--- config.mk ---
export PLATFORM = sky130hd
export DESIGN_NAME = ecl_loader
export DESIGN_NICKNAME = d
export VERILOG_FILES = /design/src/ecl_pkg.sv /design/src/ecl_image_mem.sv /design/src/ecl_lamp_drv.sv /design/src/ecl_loader.sv
export VERILOG_INCLUDE_DIRS = /design/src
export SDC_FILE = /design/constraint.sdc
export NUM_CORES = 1
export LEC_CHECK = 0
export BUFFER_PORTS_ARGS = -buffer_cell sky130_fd_sc_hd__buf_2
export CAP_MARGIN = 5
export CELL_PAD_IN_SITES_DETAIL_PLACEMENT = 1
export CELL_PAD_IN_SITES_GLOBAL_PLACEMENT = 2
export CORE_ASPECT_RATIO = 0.75
export CORE_UTILIZATION = 43
export DETAILED_ROUTE_END_ITERATION = 8
export PLACE_DENSITY_LB_ADDON = 0.1
export RECOVER_POWER = 50
export SLEW_MARGIN = 10
export SYNTH_ARGS = -nofsm -noshare
export SYNTH_HDL_FRONTEND = slang
export SYNTH_SLANG_ARGS = --single-unit
--- constraint.sdc ---
create_clock -name core_clk -period 2.7 [get_ports core_clk]
set_clock_uncertainty 0.05 [all_clocks]
set_input_delay 0.27 -clock core_clk [delete_from_list [all_inputs] [get_ports core_clk]]
set_output_delay 0.27 -clock core_clk [all_outputs]
set_load 0.02 [all_outputs]
--- src/ecl_params.svh ---
// image layout, register map and timing constants of the config loader
`ifndef ECL_PARAMS_SVH
`define ECL_PARAMS_SVH
`define ECL_IDX_MARK 6'h00
`define ECL_IDX_STA 6'h01
`define ECL_IDX_FSINT 6'h07
`define ECL_IDX_HSINT 6'h08
`define ECL_IDX_FLAGS0 6'h09
`define ECL_IDX_LANG 6'h0A
`define ECL_IDX_PAIRS 6'h0C
`define ECL_IDX_HSCFG 6'h18
`define ECL_IDX_FSCFG 6'h1C
`define ECL_IDX_WAKE 6'h1E
`define ECL_IDX_PME 6'h20
`define ECL_IDX_FLAGS1 6'h21
`define ECL_IDX_LAST 6'h21
`define ECL_IMG_DEPTH 34
`define ECL_MARK_VAL 8'hA5
`define ECL_NUM_DESC 9
`define ECL_NUM_STR 5
`define ECL_STA_BYTES 6
`define ECL_CFG_ATTR_OFS 9'h007
`define ECL_ATTR_SELF 6
`define ECL_ATTR_WAKE 5
`define ECL_F0_SWAP 7
`define ECL_F0_DUPLEX 4
`define ECL_F0_SPEED 3
`define ECL_F0_STYLE 2
`define ECL_SPD_NONE 2'h0
`define ECL_SPD_10 2'h1
`define ECL_SPD_100 2'h2
`define ECL_SPD_1000 2'h3
`define ECL_REG_STATUS 10'h000
`define ECL_REG_CTRL 10'h004
`define ECL_REG_STA_LO 10'h008
`define ECL_REG_STA_HI 10'h00C
`define ECL_REG_USB 10'h010
`define ECL_REG_FLAGS 10'h014
`define ECL_REG_WAKE 10'h018
`define ECL_WORD_DESC 8'h08
`define ECL_WORD_IMG 8'h40
`define ECL_CLK_KHZ 100000
`define ECL_BLINK_MS 80
`define ECL_BLINK_CYC (`ECL_BLINK_MS * `ECL_CLK_KHZ)
`endif

--- src/ecl_pkg.sv ---
// types shared by the config loader files
package ecl_pkg;
  typedef enum logic [1:0] {ST_IDLE, ST_FETCH, ST_ATTR, ST_DONE} ecl_state_t;
  typedef logic [7:0] ecl_byte_t;
endpackage
--- src/ecl_image_mem.sv ---
// image copy kept for software readback, registered read port
`timescale 1ns/1ps
module ecl_image_mem
  import ecl_pkg::*;
#(
  parameter int WIDTH = 8,
  parameter int DEPTH = 34
) (
  // clock
  input wire logic core_clk,
  // write port
  input wire logic wrEn,
  input wire logic [5:0] wrAddr,
  input wire logic [WIDTH-1:0] wrData,
  // read port
  input wire logic [5:0] rdAddr,
  output logic [WIDTH-1:0] rdData
);
  logic [WIDTH-1:0] mem [0:DEPTH-1];

  always_ff @(posedge core_clk) begin
    if (wrEn) begin
      mem[wrAddr] <= wrData;
    end
    rdData <= mem[rdAddr];
  end
endmodule // ecl_image_mem

--- src/ecl_lamp_drv.sv ---
// speed lamp driver with activity blink
`timescale 1ns/1ps
`include "ecl_params.svh"
module ecl_lamp_drv
  import ecl_pkg::*;
#(
  parameter int BLINK_CYC = `ECL_BLINK_CYC
) (
  // clock and reset
  input wire logic core_clk,
  input wire logic arst_n,
  // line state
  input wire logic [1:0] lineSpeed,
  input wire logic activity,
  // configuration
  input wire logic speed_lamp_style,
  input wire logic [1:0] pin_lamp_select,
  // lamps
  output logic speed_lamp_a,
  output logic speed_lamp_b
);
  logic [$clog2(BLINK_CYC+1)-1:0] blinkCnt_r;
  logic phase_r;
  wire styleEff = speed_lamp_style & (&pin_lamp_select);
  wire litA = (lineSpeed == `ECL_SPD_10) || (lineSpeed == `ECL_SPD_1000);
  wire litB = (lineSpeed == `ECL_SPD_100) || (lineSpeed == `ECL_SPD_1000);
  wire blinkEnd = blinkCnt_r == ($bits(blinkCnt_r))'(BLINK_CYC - 1);
  wire showOn = !styleEff || phase_r;

  // phase returns to on when idle so the lamp never sticks dark
  always_ff @(posedge core_clk or negedge arst_n) begin
    if (!arst_n) begin
      blinkCnt_r <= '0;
      phase_r <= 1'b1;
    end else if (!activity) begin
      blinkCnt_r <= '0;
      phase_r <= 1'b1;
    end else if (blinkEnd) begin
      blinkCnt_r <= '0;
      phase_r <= !phase_r;
    end else begin
      blinkCnt_r <= blinkCnt_r + 1'b1;
    end
  end

  always_ff @(posedge core_clk or negedge arst_n) begin
    if (!arst_n) begin
      speed_lamp_a <= 1'b0;
      speed_lamp_b <= 1'b0;
    end else begin
      speed_lamp_a <= litA & showOn;
      speed_lamp_b <= litB & showOn;
    end
  end

  lamp_off_a: assert property (@(posedge core_clk) disable iff (!arst_n)
    lineSpeed == `ECL_SPD_NONE |=> !speed_lamp_a && !speed_lamp_b)
    else $error("lamp lit without link");
  steady_lamp_a: assert property (@(posedge core_clk) disable iff (!arst_n)
    !activity && lineSpeed == `ECL_SPD_1000 ##1 !activity && lineSpeed == `ECL_SPD_1000
    |=> speed_lamp_a && speed_lamp_b)
    else $error("lamps not steady while idle");
endmodule // ecl_lamp_drv

--- src/ecl_loader.sv ---
// configuration image loader: fetch, check, decode and expose over wishbone
//
// Chosen here: the register offsets and register access over Wishbone.
`timescale 1ns/1ps
`include "ecl_params.svh"
module ecl_loader
  import ecl_pkg::*;
#(
  parameter int BLINK_CYC = `ECL_BLINK_CYC
) (
  // clock and reset
  input wire logic core_clk,
  input wire logic arst_n,
  // wishbone slave
  input wire logic wb_cyc_i,
  input wire logic wb_stb_i,
  input wire logic wb_we_i,
  input wire logic [9:0] wb_adr_i,
  input wire logic [3:0] wb_sel_i,
  input wire logic [31:0] wb_dat_i,
  output logic [31:0] wb_dat_o,
  output logic wb_ack_o,
  // byte fetch from the serial eeprom engine
  output logic imgReq,
  output logic [8:0] imgAddr,
  input wire logic imgAck,
  input wire logic [7:0] imgData,
  // usb core settings
  output logic usbReady,
  output logic usbPinSwap,
  output logic [1:0] hsBoost,
  output logic remoteWake,
  output logic selfPowered,
  output logic langIdOffered,
  output logic [15:0] langId,
  output logic [7:0] fsInterval,
  output logic [7:0] hsInterval,
  // ethernet and pin settings
  output logic [47:0] staAddr,
  output logic dupAuto,
  output logic spdAuto,
  output logic [11:0] wakeEn,
  output logic [7:0] pmeFlags,
  output logic [7:0] cfgFlags1,
  // line state pins and lamps
  input wire logic [1:0] lineSpeedPin,
  input wire logic activityPin,
  output logic speed_lamp_a,
  output logic speed_lamp_b
);
  ecl_state_t state_r;
  ecl_state_t state_nxt;
  logic [8:0] idx_r;
  logic bootPend_r;
  logic loadDone_r;
  logic imgValid_r;
  logic [7:0] attr_r;
  logic ack_r;
  logic imgRd_r;
  logic [31:0] dat_r;
  logic [7:0] fld_r [1:`ECL_IDX_LAST];
  logic [7:0] staByte_r [0:`ECL_STA_BYTES-1];
  logic [7:0] memRd;

  // fetch decode
  wire fetchHit = (state_r == ST_FETCH) && imgAck;
  wire attrHit = (state_r == ST_ATTR) && imgAck;
  wire badMark = (idx_r == 9'({`ECL_IDX_MARK})) && (imgData != `ECL_MARK_VAL);
  wire lastByte = idx_r == 9'({`ECL_IDX_LAST});
  wire hsCfgOn = fld_r[`ECL_IDX_HSCFG] != 8'h00;
  wire cfgPresent = hsCfgOn || (fld_r[`ECL_IDX_FSCFG] != 8'h00);
  wire [7:0] cfgOff = hsCfgOn ? fld_r[`ECL_IDX_HSCFG + 1] : fld_r[`ECL_IDX_FSCFG + 1];
  wire [8:0] attrAddr = {cfgOff, 1'b0} + `ECL_CFG_ATTR_OFS;

  // bus decode
  wire busReq = wb_cyc_i && wb_stb_i;
  wire regWr = busReq && wb_we_i && ack_r;
  wire [7:0] wordIdx = wb_adr_i[9:2];
  wire [7:0] descNum = wordIdx - `ECL_WORD_DESC;
  wire [7:0] imgNum = wordIdx - `ECL_WORD_IMG;
  wire descHit = (wordIdx >= `ECL_WORD_DESC) && (descNum < 8'(`ECL_NUM_DESC));
  wire imgHit = (wordIdx >= `ECL_WORD_IMG) && (imgNum < 8'(`ECL_IMG_DEPTH));
  wire reloadReq = regWr && (wb_adr_i == `ECL_REG_CTRL) && wb_sel_i[0] && wb_dat_i[0];
  wire staLoWr = regWr && (wb_adr_i == `ECL_REG_STA_LO);
  wire staHiWr = regWr && (wb_adr_i == `ECL_REG_STA_HI);

  // load sequence
  always_comb begin
    state_nxt = state_r;
    case (state_r)
      ST_IDLE: begin
        if (bootPend_r) begin
          state_nxt = ST_FETCH;
        end
      end
      ST_FETCH: begin
        if (imgAck && badMark) begin
          state_nxt = ST_DONE;
        end else if (imgAck && lastByte) begin
          state_nxt = cfgPresent ? ST_ATTR : ST_DONE;
        end
      end
      ST_ATTR: begin
        if (imgAck) begin
          state_nxt = ST_DONE;
        end
      end
      ST_DONE: begin
        if (reloadReq) begin
          state_nxt = ST_FETCH;
        end
      end
      default: begin
        state_nxt = ST_IDLE;
      end
    endcase
  end

  always_ff @(posedge core_clk or negedge arst_n) begin
    if (!arst_n) begin
      state_r <= ST_IDLE;
      bootPend_r <= 1'b1;
    end else begin
      state_r <= state_nxt;
      bootPend_r <= 1'b0;
    end
  end

  // address walks 00h..21h then jumps to the descriptor attribute byte
  always_ff @(posedge core_clk or negedge arst_n) begin
    if (!arst_n) begin
      idx_r <= 9'h000;
    end else if (state_nxt == ST_FETCH && state_r != ST_FETCH) begin
      idx_r <= 9'h000;
    end else if (fetchHit && lastByte) begin
      idx_r <= attrAddr;
    end else if (fetchHit) begin
      idx_r <= idx_r + 9'h001;
    end
  end

  always_ff @(posedge core_clk or negedge arst_n) begin
    if (!arst_n) begin
      loadDone_r <= 1'b0;
      imgValid_r <= 1'b0;
      attr_r <= 8'h00;
    end else begin
      loadDone_r <= state_nxt == ST_DONE;
      if (state_r == ST_DONE && reloadReq) begin
        imgValid_r <= 1'b0;
      end else if (fetchHit && badMark) begin
        imgValid_r <= 1'b0;
      end else if (fetchHit && lastByte) begin
        imgValid_r <= 1'b1;
      end
      if (attrHit) begin
        attr_r <= imgData;
      end
    end
  end

  // one byte register per image entry 01h..21h; past 21h only the attribute byte is fetched
  for (genvar gi = 1; gi <= `ECL_IDX_LAST; gi++) begin : g_fld
    always_ff @(posedge core_clk or negedge arst_n) begin
      if (!arst_n) begin
        fld_r[gi] <= 8'h00;
      end else if (fetchHit && idx_r == 9'(gi)) begin
        fld_r[gi] <= imgData;
      end
    end
  end

  // station address: image load wins over a same-cycle host write
  for (genvar gb = 0; gb < `ECL_STA_BYTES; gb++) begin : g_sta
    wire load = fetchHit && idx_r == 9'(`ECL_IDX_STA + gb);
    wire hostWr = ((gb < 4) ? staLoWr : staHiWr) && wb_sel_i[gb % 4];
    always_ff @(posedge core_clk or negedge arst_n) begin
      if (!arst_n) begin
        staByte_r[gb] <= 8'h00;
      end else if (load) begin
        staByte_r[gb] <= imgData;
      end else if (hostWr) begin
        staByte_r[gb] <= wb_dat_i[8*(gb%4) +: 8];
      end
    end
    assign staAddr[8*gb +: 8] = staByte_r[gb];
  end

  // descriptor table view
  logic [31:0] descWord [0:`ECL_NUM_DESC-1];
  logic [8:0] descAddr [0:`ECL_NUM_DESC-1];
  logic [`ECL_NUM_DESC-1:0] descPresent;
  for (genvar gd = 0; gd < `ECL_NUM_DESC; gd++) begin : g_desc
    wire [7:0] len = fld_r[`ECL_IDX_PAIRS + 2*gd];
    assign descAddr[gd] = {fld_r[`ECL_IDX_PAIRS + 2*gd + 1], 1'b0};
    assign descPresent[gd] = len != 8'h00;
    assign descWord[gd] = {14'h0000, descPresent[gd], descAddr[gd], len};
  end

  // decoded settings
  wire [7:0] flags0 = fld_r[`ECL_IDX_FLAGS0];
  assign usbReady = loadDone_r;
  assign langIdOffered = |descPresent[`ECL_NUM_STR-1:0];
  assign langId = {fld_r[`ECL_IDX_LANG + 1], fld_r[`ECL_IDX_LANG]};
  assign fsInterval = fld_r[`ECL_IDX_FSINT];
  assign hsInterval = fld_r[`ECL_IDX_HSINT];
  assign usbPinSwap = flags0[`ECL_F0_SWAP];
  assign hsBoost = flags0[6:5];
  assign dupAuto = flags0[`ECL_F0_DUPLEX];
  assign spdAuto = flags0[`ECL_F0_SPEED];
  assign remoteWake = cfgPresent ? attr_r[`ECL_ATTR_WAKE] : flags0[1];
  assign selfPowered = cfgPresent ? attr_r[`ECL_ATTR_SELF] : flags0[0];
  assign wakeEn = {fld_r[`ECL_IDX_WAKE + 1][3:0], fld_r[`ECL_IDX_WAKE]};
  assign pmeFlags = fld_r[`ECL_IDX_PME];
  assign cfgFlags1 = fld_r[`ECL_IDX_FLAGS1];
  wire [7:0] flags0Eff = {flags0[7:2], remoteWake, selfPowered};

  // image copy for readback
  ecl_image_mem #(.WIDTH(8), .DEPTH(`ECL_IMG_DEPTH)) u_mem (
    .core_clk(core_clk),
    .wrEn(fetchHit),
    .wrAddr(idx_r[5:0]),
    .wrData(imgData),
    .rdAddr(imgNum[5:0]),
    .rdData(memRd)
  );

  // register read selection; unmapped words read zero
  wire [31:0] rdWord =
    (wb_adr_i == `ECL_REG_STATUS) ? {29'h00000000, langIdOffered, imgValid_r, loadDone_r} :
    (wb_adr_i == `ECL_REG_STA_LO) ? staAddr[31:0] :
    (wb_adr_i == `ECL_REG_STA_HI) ? {16'h0000, staAddr[47:32]} :
    (wb_adr_i == `ECL_REG_USB) ? {langId, hsInterval, fsInterval} :
    (wb_adr_i == `ECL_REG_FLAGS) ? {8'h00, cfgFlags1, pmeFlags, flags0Eff} :
    (wb_adr_i == `ECL_REG_WAKE) ? {20'h00000, wakeEn} :
    descHit ? descWord[descNum[3:0]] :
    32'h00000000;

  // every access acked one cycle after it is seen; writes land on the ack edge
  always_ff @(posedge core_clk or negedge arst_n) begin
    if (!arst_n) begin
      ack_r <= 1'b0;
      imgRd_r <= 1'b0;
      dat_r <= 32'h00000000;
    end else begin
      ack_r <= busReq && !ack_r;
      imgRd_r <= imgHit && (wb_adr_i[1:0] == 2'h0);
      dat_r <= rdWord;
    end
  end

  assign wb_ack_o = ack_r;
  assign wb_dat_o = imgRd_r ? {24'h000000, memRd} : dat_r;
  assign imgReq = (state_r == ST_FETCH) || (state_r == ST_ATTR);
  assign imgAddr = idx_r;

  // line state pins: three stages, value taken when last two agree
  logic [2:0] pinS1_r;
  logic [2:0] pinS2_r;
  logic [2:0] pinS3_r;
  logic [2:0] pinVal_r;
  wire [2:0] pinRaw = {activityPin, lineSpeedPin};
  for (genvar gp = 0; gp < 3; gp++) begin : g_sync
    always_ff @(posedge core_clk or negedge arst_n) begin
      if (!arst_n) begin
        pinS1_r[gp] <= 1'b0;
        pinS2_r[gp] <= 1'b0;
        pinS3_r[gp] <= 1'b0;
        pinVal_r[gp] <= 1'b0;
      end else begin
        pinS1_r[gp] <= pinRaw[gp];
        pinS2_r[gp] <= pinS1_r[gp];
        pinS3_r[gp] <= pinS2_r[gp];
        if (pinS2_r[gp] == pinS3_r[gp]) begin
          pinVal_r[gp] <= pinS3_r[gp];
        end
      end
    end
  end

  ecl_lamp_drv #(.BLINK_CYC(BLINK_CYC)) u_lamp (
    .core_clk(core_clk),
    .arst_n(arst_n),
    .lineSpeed(pinVal_r[1:0]),
    .activity(pinVal_r[2]),
    .speed_lamp_style(flags0[`ECL_F0_STYLE]),
    .pin_lamp_select(cfgFlags1[3:2]),
    .speed_lamp_a(speed_lamp_a),
    .speed_lamp_b(speed_lamp_b)
  );

  marker_check_a: assert property (@(posedge core_clk) disable iff (!arst_n)
    fetchHit && idx_r == 9'h000 && imgData != 8'hA5 |=> state_r == ST_DONE && !imgValid_r)
    else $error("bad marker not rejected");
  sta_byte_a: assert property (@(posedge core_clk) disable iff (!arst_n)
    fetchHit && idx_r == 9'h003 |=> staAddr[23:16] == $past(imgData))
    else $error("station byte misplaced");
  word_offset_a: assert property (@(posedge core_clk) disable iff (!arst_n)
    fetchHit && idx_r == 9'h017 |=> descAddr[5] == {$past(imgData), 1'b0})
    else $error("offset not doubled");
  absent_desc_a: assert property (@(posedge core_clk) disable iff (!arst_n)
    fetchHit && idx_r == 9'h018 && imgData == 8'h00 |=> !descPresent[6])
    else $error("zero length seen as present");
  no_langid_a: assert property (@(posedge core_clk) disable iff (!arst_n)
    loadDone_r && (fld_r[12] | fld_r[14] | fld_r[16] | fld_r[18] | fld_r[20]) == 8'h00 |-> !langIdOffered)
    else $error("language id offered without strings");
  poll_int_a: assert property (@(posedge core_clk) disable iff (!arst_n)
    fetchHit && idx_r == 9'h008 |=> hsInterval == $past(imgData) ##1 hsInterval == $past(hsInterval))
    else $error("high speed interval wrong");
  lang_id_a: assert property (@(posedge core_clk) disable iff (!arst_n)
    fetchHit && idx_r == 9'h00B |=> langId[15:8] == $past(imgData))
    else $error("language id high byte wrong");
  wake_bits_a: assert property (@(posedge core_clk) disable iff (!arst_n)
    fetchHit && idx_r == 9'h01F |=> {4'h0, wakeEn[11:8]} == ($past(imgData) & 8'h0F))
    else $error("upper wake enables wrong");
  no_user_read_a: assert property (@(posedge core_clk) disable iff (!arst_n)
    imgReq && state_r == ST_FETCH |-> imgAddr <= 9'h021)
    else $error("fetch beyond image fields");
  cfg_override_a: assert property (@(posedge core_clk) disable iff (!arst_n)
    attrHit |=> state_r == ST_DONE && {1'b0, selfPowered, 6'h00} == ($past(imgData) & 8'h40)
    && {2'h0, remoteWake, 5'h00} == ($past(imgData) & 8'h20))
    else $error("descriptor does not override flags");
  usb_hold_a: assert property (@(posedge core_clk) disable iff (!arst_n)
    state_r != ST_DONE |-> !usbReady)
    else $error("usb ready before load end");
endmodule // ecl_loader

==> summary.md <==
| Metric | Value |
|---|---|
| Status | `finished, violations left` |
| Failing checks | `max-capacitance violations, max-slew violations` |
| Fin nets | `2407` |
| Syn nets | `2089` |
| Slew at the pin closest to its max-slew limit | `around 2.0 ns` |
| Number of remaining DRC errors | `0` |
| Num CTS Buffers | `66` |
| Die X | `~300 um` |
| Drt pass-1 iters | `7` |
| Yosys top cell area share | `30.9%` |
| Clk root buf | `clkbuf_16` |
| Antenna violations before repair | `5` |
| Final-report hold violation count | `0` |
| Core Region | `between 60000 and 70000 um2` |
| Startpoint Class | `register` |
| Mapped Avg Cell Area | `13.9 um2` |
| Hold Path Class | `input pin to register` |
| Area Growth Syn to Fin | `17.8%` |
| #FFs+latches synth | `approximately 630` |
| Minimum clock period | `roughly 2.7 ns` |
| Post-Syn Area | `28100 um2` |
| P_int | `about 17 mW` |
| Largest net degree at the start of global routing | `between 70 and 80` |
| Hold slack | `approximately 0.046 ns` |
| Flop pwr share | `approximately 47%` |
| Post-DR vias/cell | `a little under 6` |
| Fin area | `33000 um2` |
| Fin crit share | `99.9%` |
| Worst Path Buf+Inv | `2` |
| CTS max path bufs | `3` |
| Crit path arrival time | `2.38 ns` |
| Synth Warn # | `0` |
| Filler cells | `approximately 6400` |
| Switching power total | `between 6 and 7 mW` |
| CTS tree | `yes` |
| GR Util All Layers | `27.4%` |
| Final Slew Violations | `529` |
| Hpwl dp | `62500 um` |
| Slowest stage delay, CP | `roughly 0.42 ns` |
| Vias in the first global route | `between 15000 and 20000` |
| Clock Power Share | `around 38%` |
| # IOs | `roughly 230` |
| Top cells by area, synth | `dfrtp_1 (31%), edfxtp_1 (29%), mux2_2 (9.3%), mux4_2 (6.8%), mux2i_1 (2.6%)` |
| Post-placement cell area | `~31000 um2` |
| Fin util | `between 50% and 60%` |
| Antenna-violating nets left | `0` |
| Finished Layout Cells | `approximately 3200` |
| Setup violations, final | `0` |
| Total wire length | `approximately 90000 um` |
| Crit path kind | `register to primary output` |
| Asr flop ratio synth | `between 50% and 60%` |
| DRT iter0 DRCs | `1662` |
| Max cap viols | `8` |
| Worst setup EP type | `primary output` |
| Clock slew at reported path FFs | `0.06 ns` |
| Synth area leader | `dfrtp_1` |
| Ys flop type | `dfrtp_1` |
| Gate Count Post-Synth | `slightly above 2000` |
| Seq/Total Area, Yosys | `about 60%` |
| Leakage | `14.0 nW` |
| Full die area | `66300 um2` |
| Sw Share | `~29%` |
| Via Count | `around 19000` |
| Initial core utilization | `43.8%` |
| Post-route setup TNS | `0 ns` |
| Port Buffers | `roughly 220` |
| Unique masters post-synth | `between 70 and 80` |
| Die extent in y | `between 200 and 250 um` |
| Combinational Power Share | `between 10% and 20%` |
| Slew margin rel. | `-31.1%` |
| Per-cell routed wire length | `~28 um` |
| VDD IR max | `~0.4 mV` |
| Worst path cell trace | `nor4_2, nand2_1, nor4_4, buf_4, nand3_2, buf_6` |
| Htree depth | `3` |
| Grt total ovfl | `0` |
| Post-synth EDFFs | `272` |
| Pwr/cell area | `slightly above 700 nW/um2` |
| Fmax | `between 300 and 400 MHz` |
| First-pass GRT wire length | `134000 um` |
| WP data required | `2.38 ns` |
| GP Congestion | `slightly below 0.9` |
| Largest delay share family, worst path | `simple AND/OR/NAND/NOR gates` |
| DP Cell Count | `around 3100` |
| Placement Rows | `80` |
| Slowest CP cell | `dfrtp_1` |
| CP max FO | `3` |
| Clk Latency, worst-skew pair | `a little over 0.6 ns` |
| Share of layout cells above drive strength 1 | `31.8%` |
| Clk sinks | `between 600 and 700` |
cell families after synthesis:
| family | count (synthesis) | synth area share (%) |
|---|---|---|
| XOR/XNOR | 30 | 0.937 |
| AO/OA/AOI/OAI | 277 | 6.29 |
| adder cells (fa/ha/maj) | 14 | 0.598 |
| AND/OR/NAND/NOR | 480 | 8.75 |
| buffers and inverters | 189 | 3.69 |
| other | 1 | 0.0134 |
| flip-flops | 628 | 60.7 |
| multiplexers | 396 | 19.0 |
flip-flops by register name (all words and copies together) (netlist names), 9 cells and up:
name / flops
g_desc.len: 72
staAddr: 48
u_mem.mem: 272
imgAddr: 9
langId: 16
dat_r: 32
u_lamp.blinkCnt_r: 23
wakeEn: 12
descAddr: 72
final cells by class:
cell class	instances	area (um2)	share of cell area, %
Sequential cell	628	17000	51.6
Multi-Input combinational cell	1198	10100	30.5
Timing Repair Buffer	420	2710	8.21
Clock buffer	88	1840	5.55
Tap cell	861	1080	3.26
Clock inverter	31	235	0.712
Inverter	19	71.3	0.216
Antenna cell	2	5.00	0.0151
worst min-delay path, delay by kind of cell:
family / cells / cell delay, ns
buffers and inverters: 1 / 0.11
and+or+nand+nor: 2 / 0.27
stage by stage:
| step | setup slack (ns) | power, mW |
|---|---|---|
| after detailed placement | 0.0793 | 14.7 |
| after global placement | 0.111 | 14.6 |
| after global routing | -0.0853 | 24.2 |
| after floorplan | 0.177 | 13.0 |
| final | 0.00348 | 23.4 |
| after CTS | 0.0301 | 23.7 |
synth_stat cells, drive strengths merged (19+ instances only):
library cell	n
mux4	85
dfrtp	346
a22oi	49
buf	101
inv	19
o21ai	40
clkbuf	69
mux2	237
nand3	38
nor2	147
nand2	139
mux2i	74
nor4	24
edfxtp	272
a21oi	103
nor2b	33
nor3	31
per-layer routing:
| layer | vias up | part of all wire (%) | global-route usage [%] |
|---|---|---|---|
| li1 | 8143 | - | - |
| met1 | 9916 | 47 | 40.9 |
| met2 | 552 | 44 | 40.5 |
| met3 | 109 | 6.9 | 6.62 |
| met4 | 2 | 1.9 | 6.12 |
| met5 | - | 0.010 | 0 |
power groups by stage:
stage / clock (mW) / sequential (mW) / combinational (mW)
after global routing: 9.37 / 11.0 / 3.78
final: 8.90 / 11.0 / 3.55
after floorplan: 0 / 11.5 / 1.56
after CTS: 9.06 / 11.0 / 3.66
after global placement: 0 / 11.1 / 3.54
after detailed placement: 0 / 11.1 / 3.60
path summary, 6_finish.rpt:
| kind | from | end | slack, ns | depth (start not counted) |
|---|---|---|---|---|
| max | g_desc[3].len[0] | langIdOffered | 0.003 | 6 |
| min in group asynchronous | arst_n | staAddr[40] | 0.54 | 2 |
| max in group asynchronous | arst_n | u_lamp.blinkCnt_r[20] | 0.49 | 3 |
| min | wb_adr_i[0] | imgRd_r | 0.05 | 3 |
| min reg2reg | pinS1_r[2] | pinS2_r[2] | 0.30 | 0 |
| max reg2reg | imgAddr[7] | descAddr[77] | 0.16 | 6 |
repair_timing:
item	CTS	global route
endpoints found under the setup margin	3	4
hold buffers	40	0
hold endpoints to repair	130	0
setup buffers	1	0
cloned	0	0
resized for setup	7	7
pin swaps	0	1
layout by cell type (no fill, tap or decap), types with 11 or more instances in the layout:
cell type and n:
nand2_1 115, xnor2_1 15, a22oi_1 49, nor4_1 12, nor2b_1 33, xor2_1 15
clkbuf_1 104, edfxtp_1 272, buf_2 130, o21ai_0 33, dfrtp_1 346, nand3_1 35
nor3_1 26, mux2i_1 74, nand2_2 23, dlygate4sd3_1 40, mux2_2 230, a31oi_1 14
a21oi_1 103, buf_12 11, inv_1 19, mux4_2 85, nor2_1 141, and3_1 14
clkinv_2 11, clkbuf_16 67, ha_1 11, buf_4 133
(Power assumes the default switching activity.)
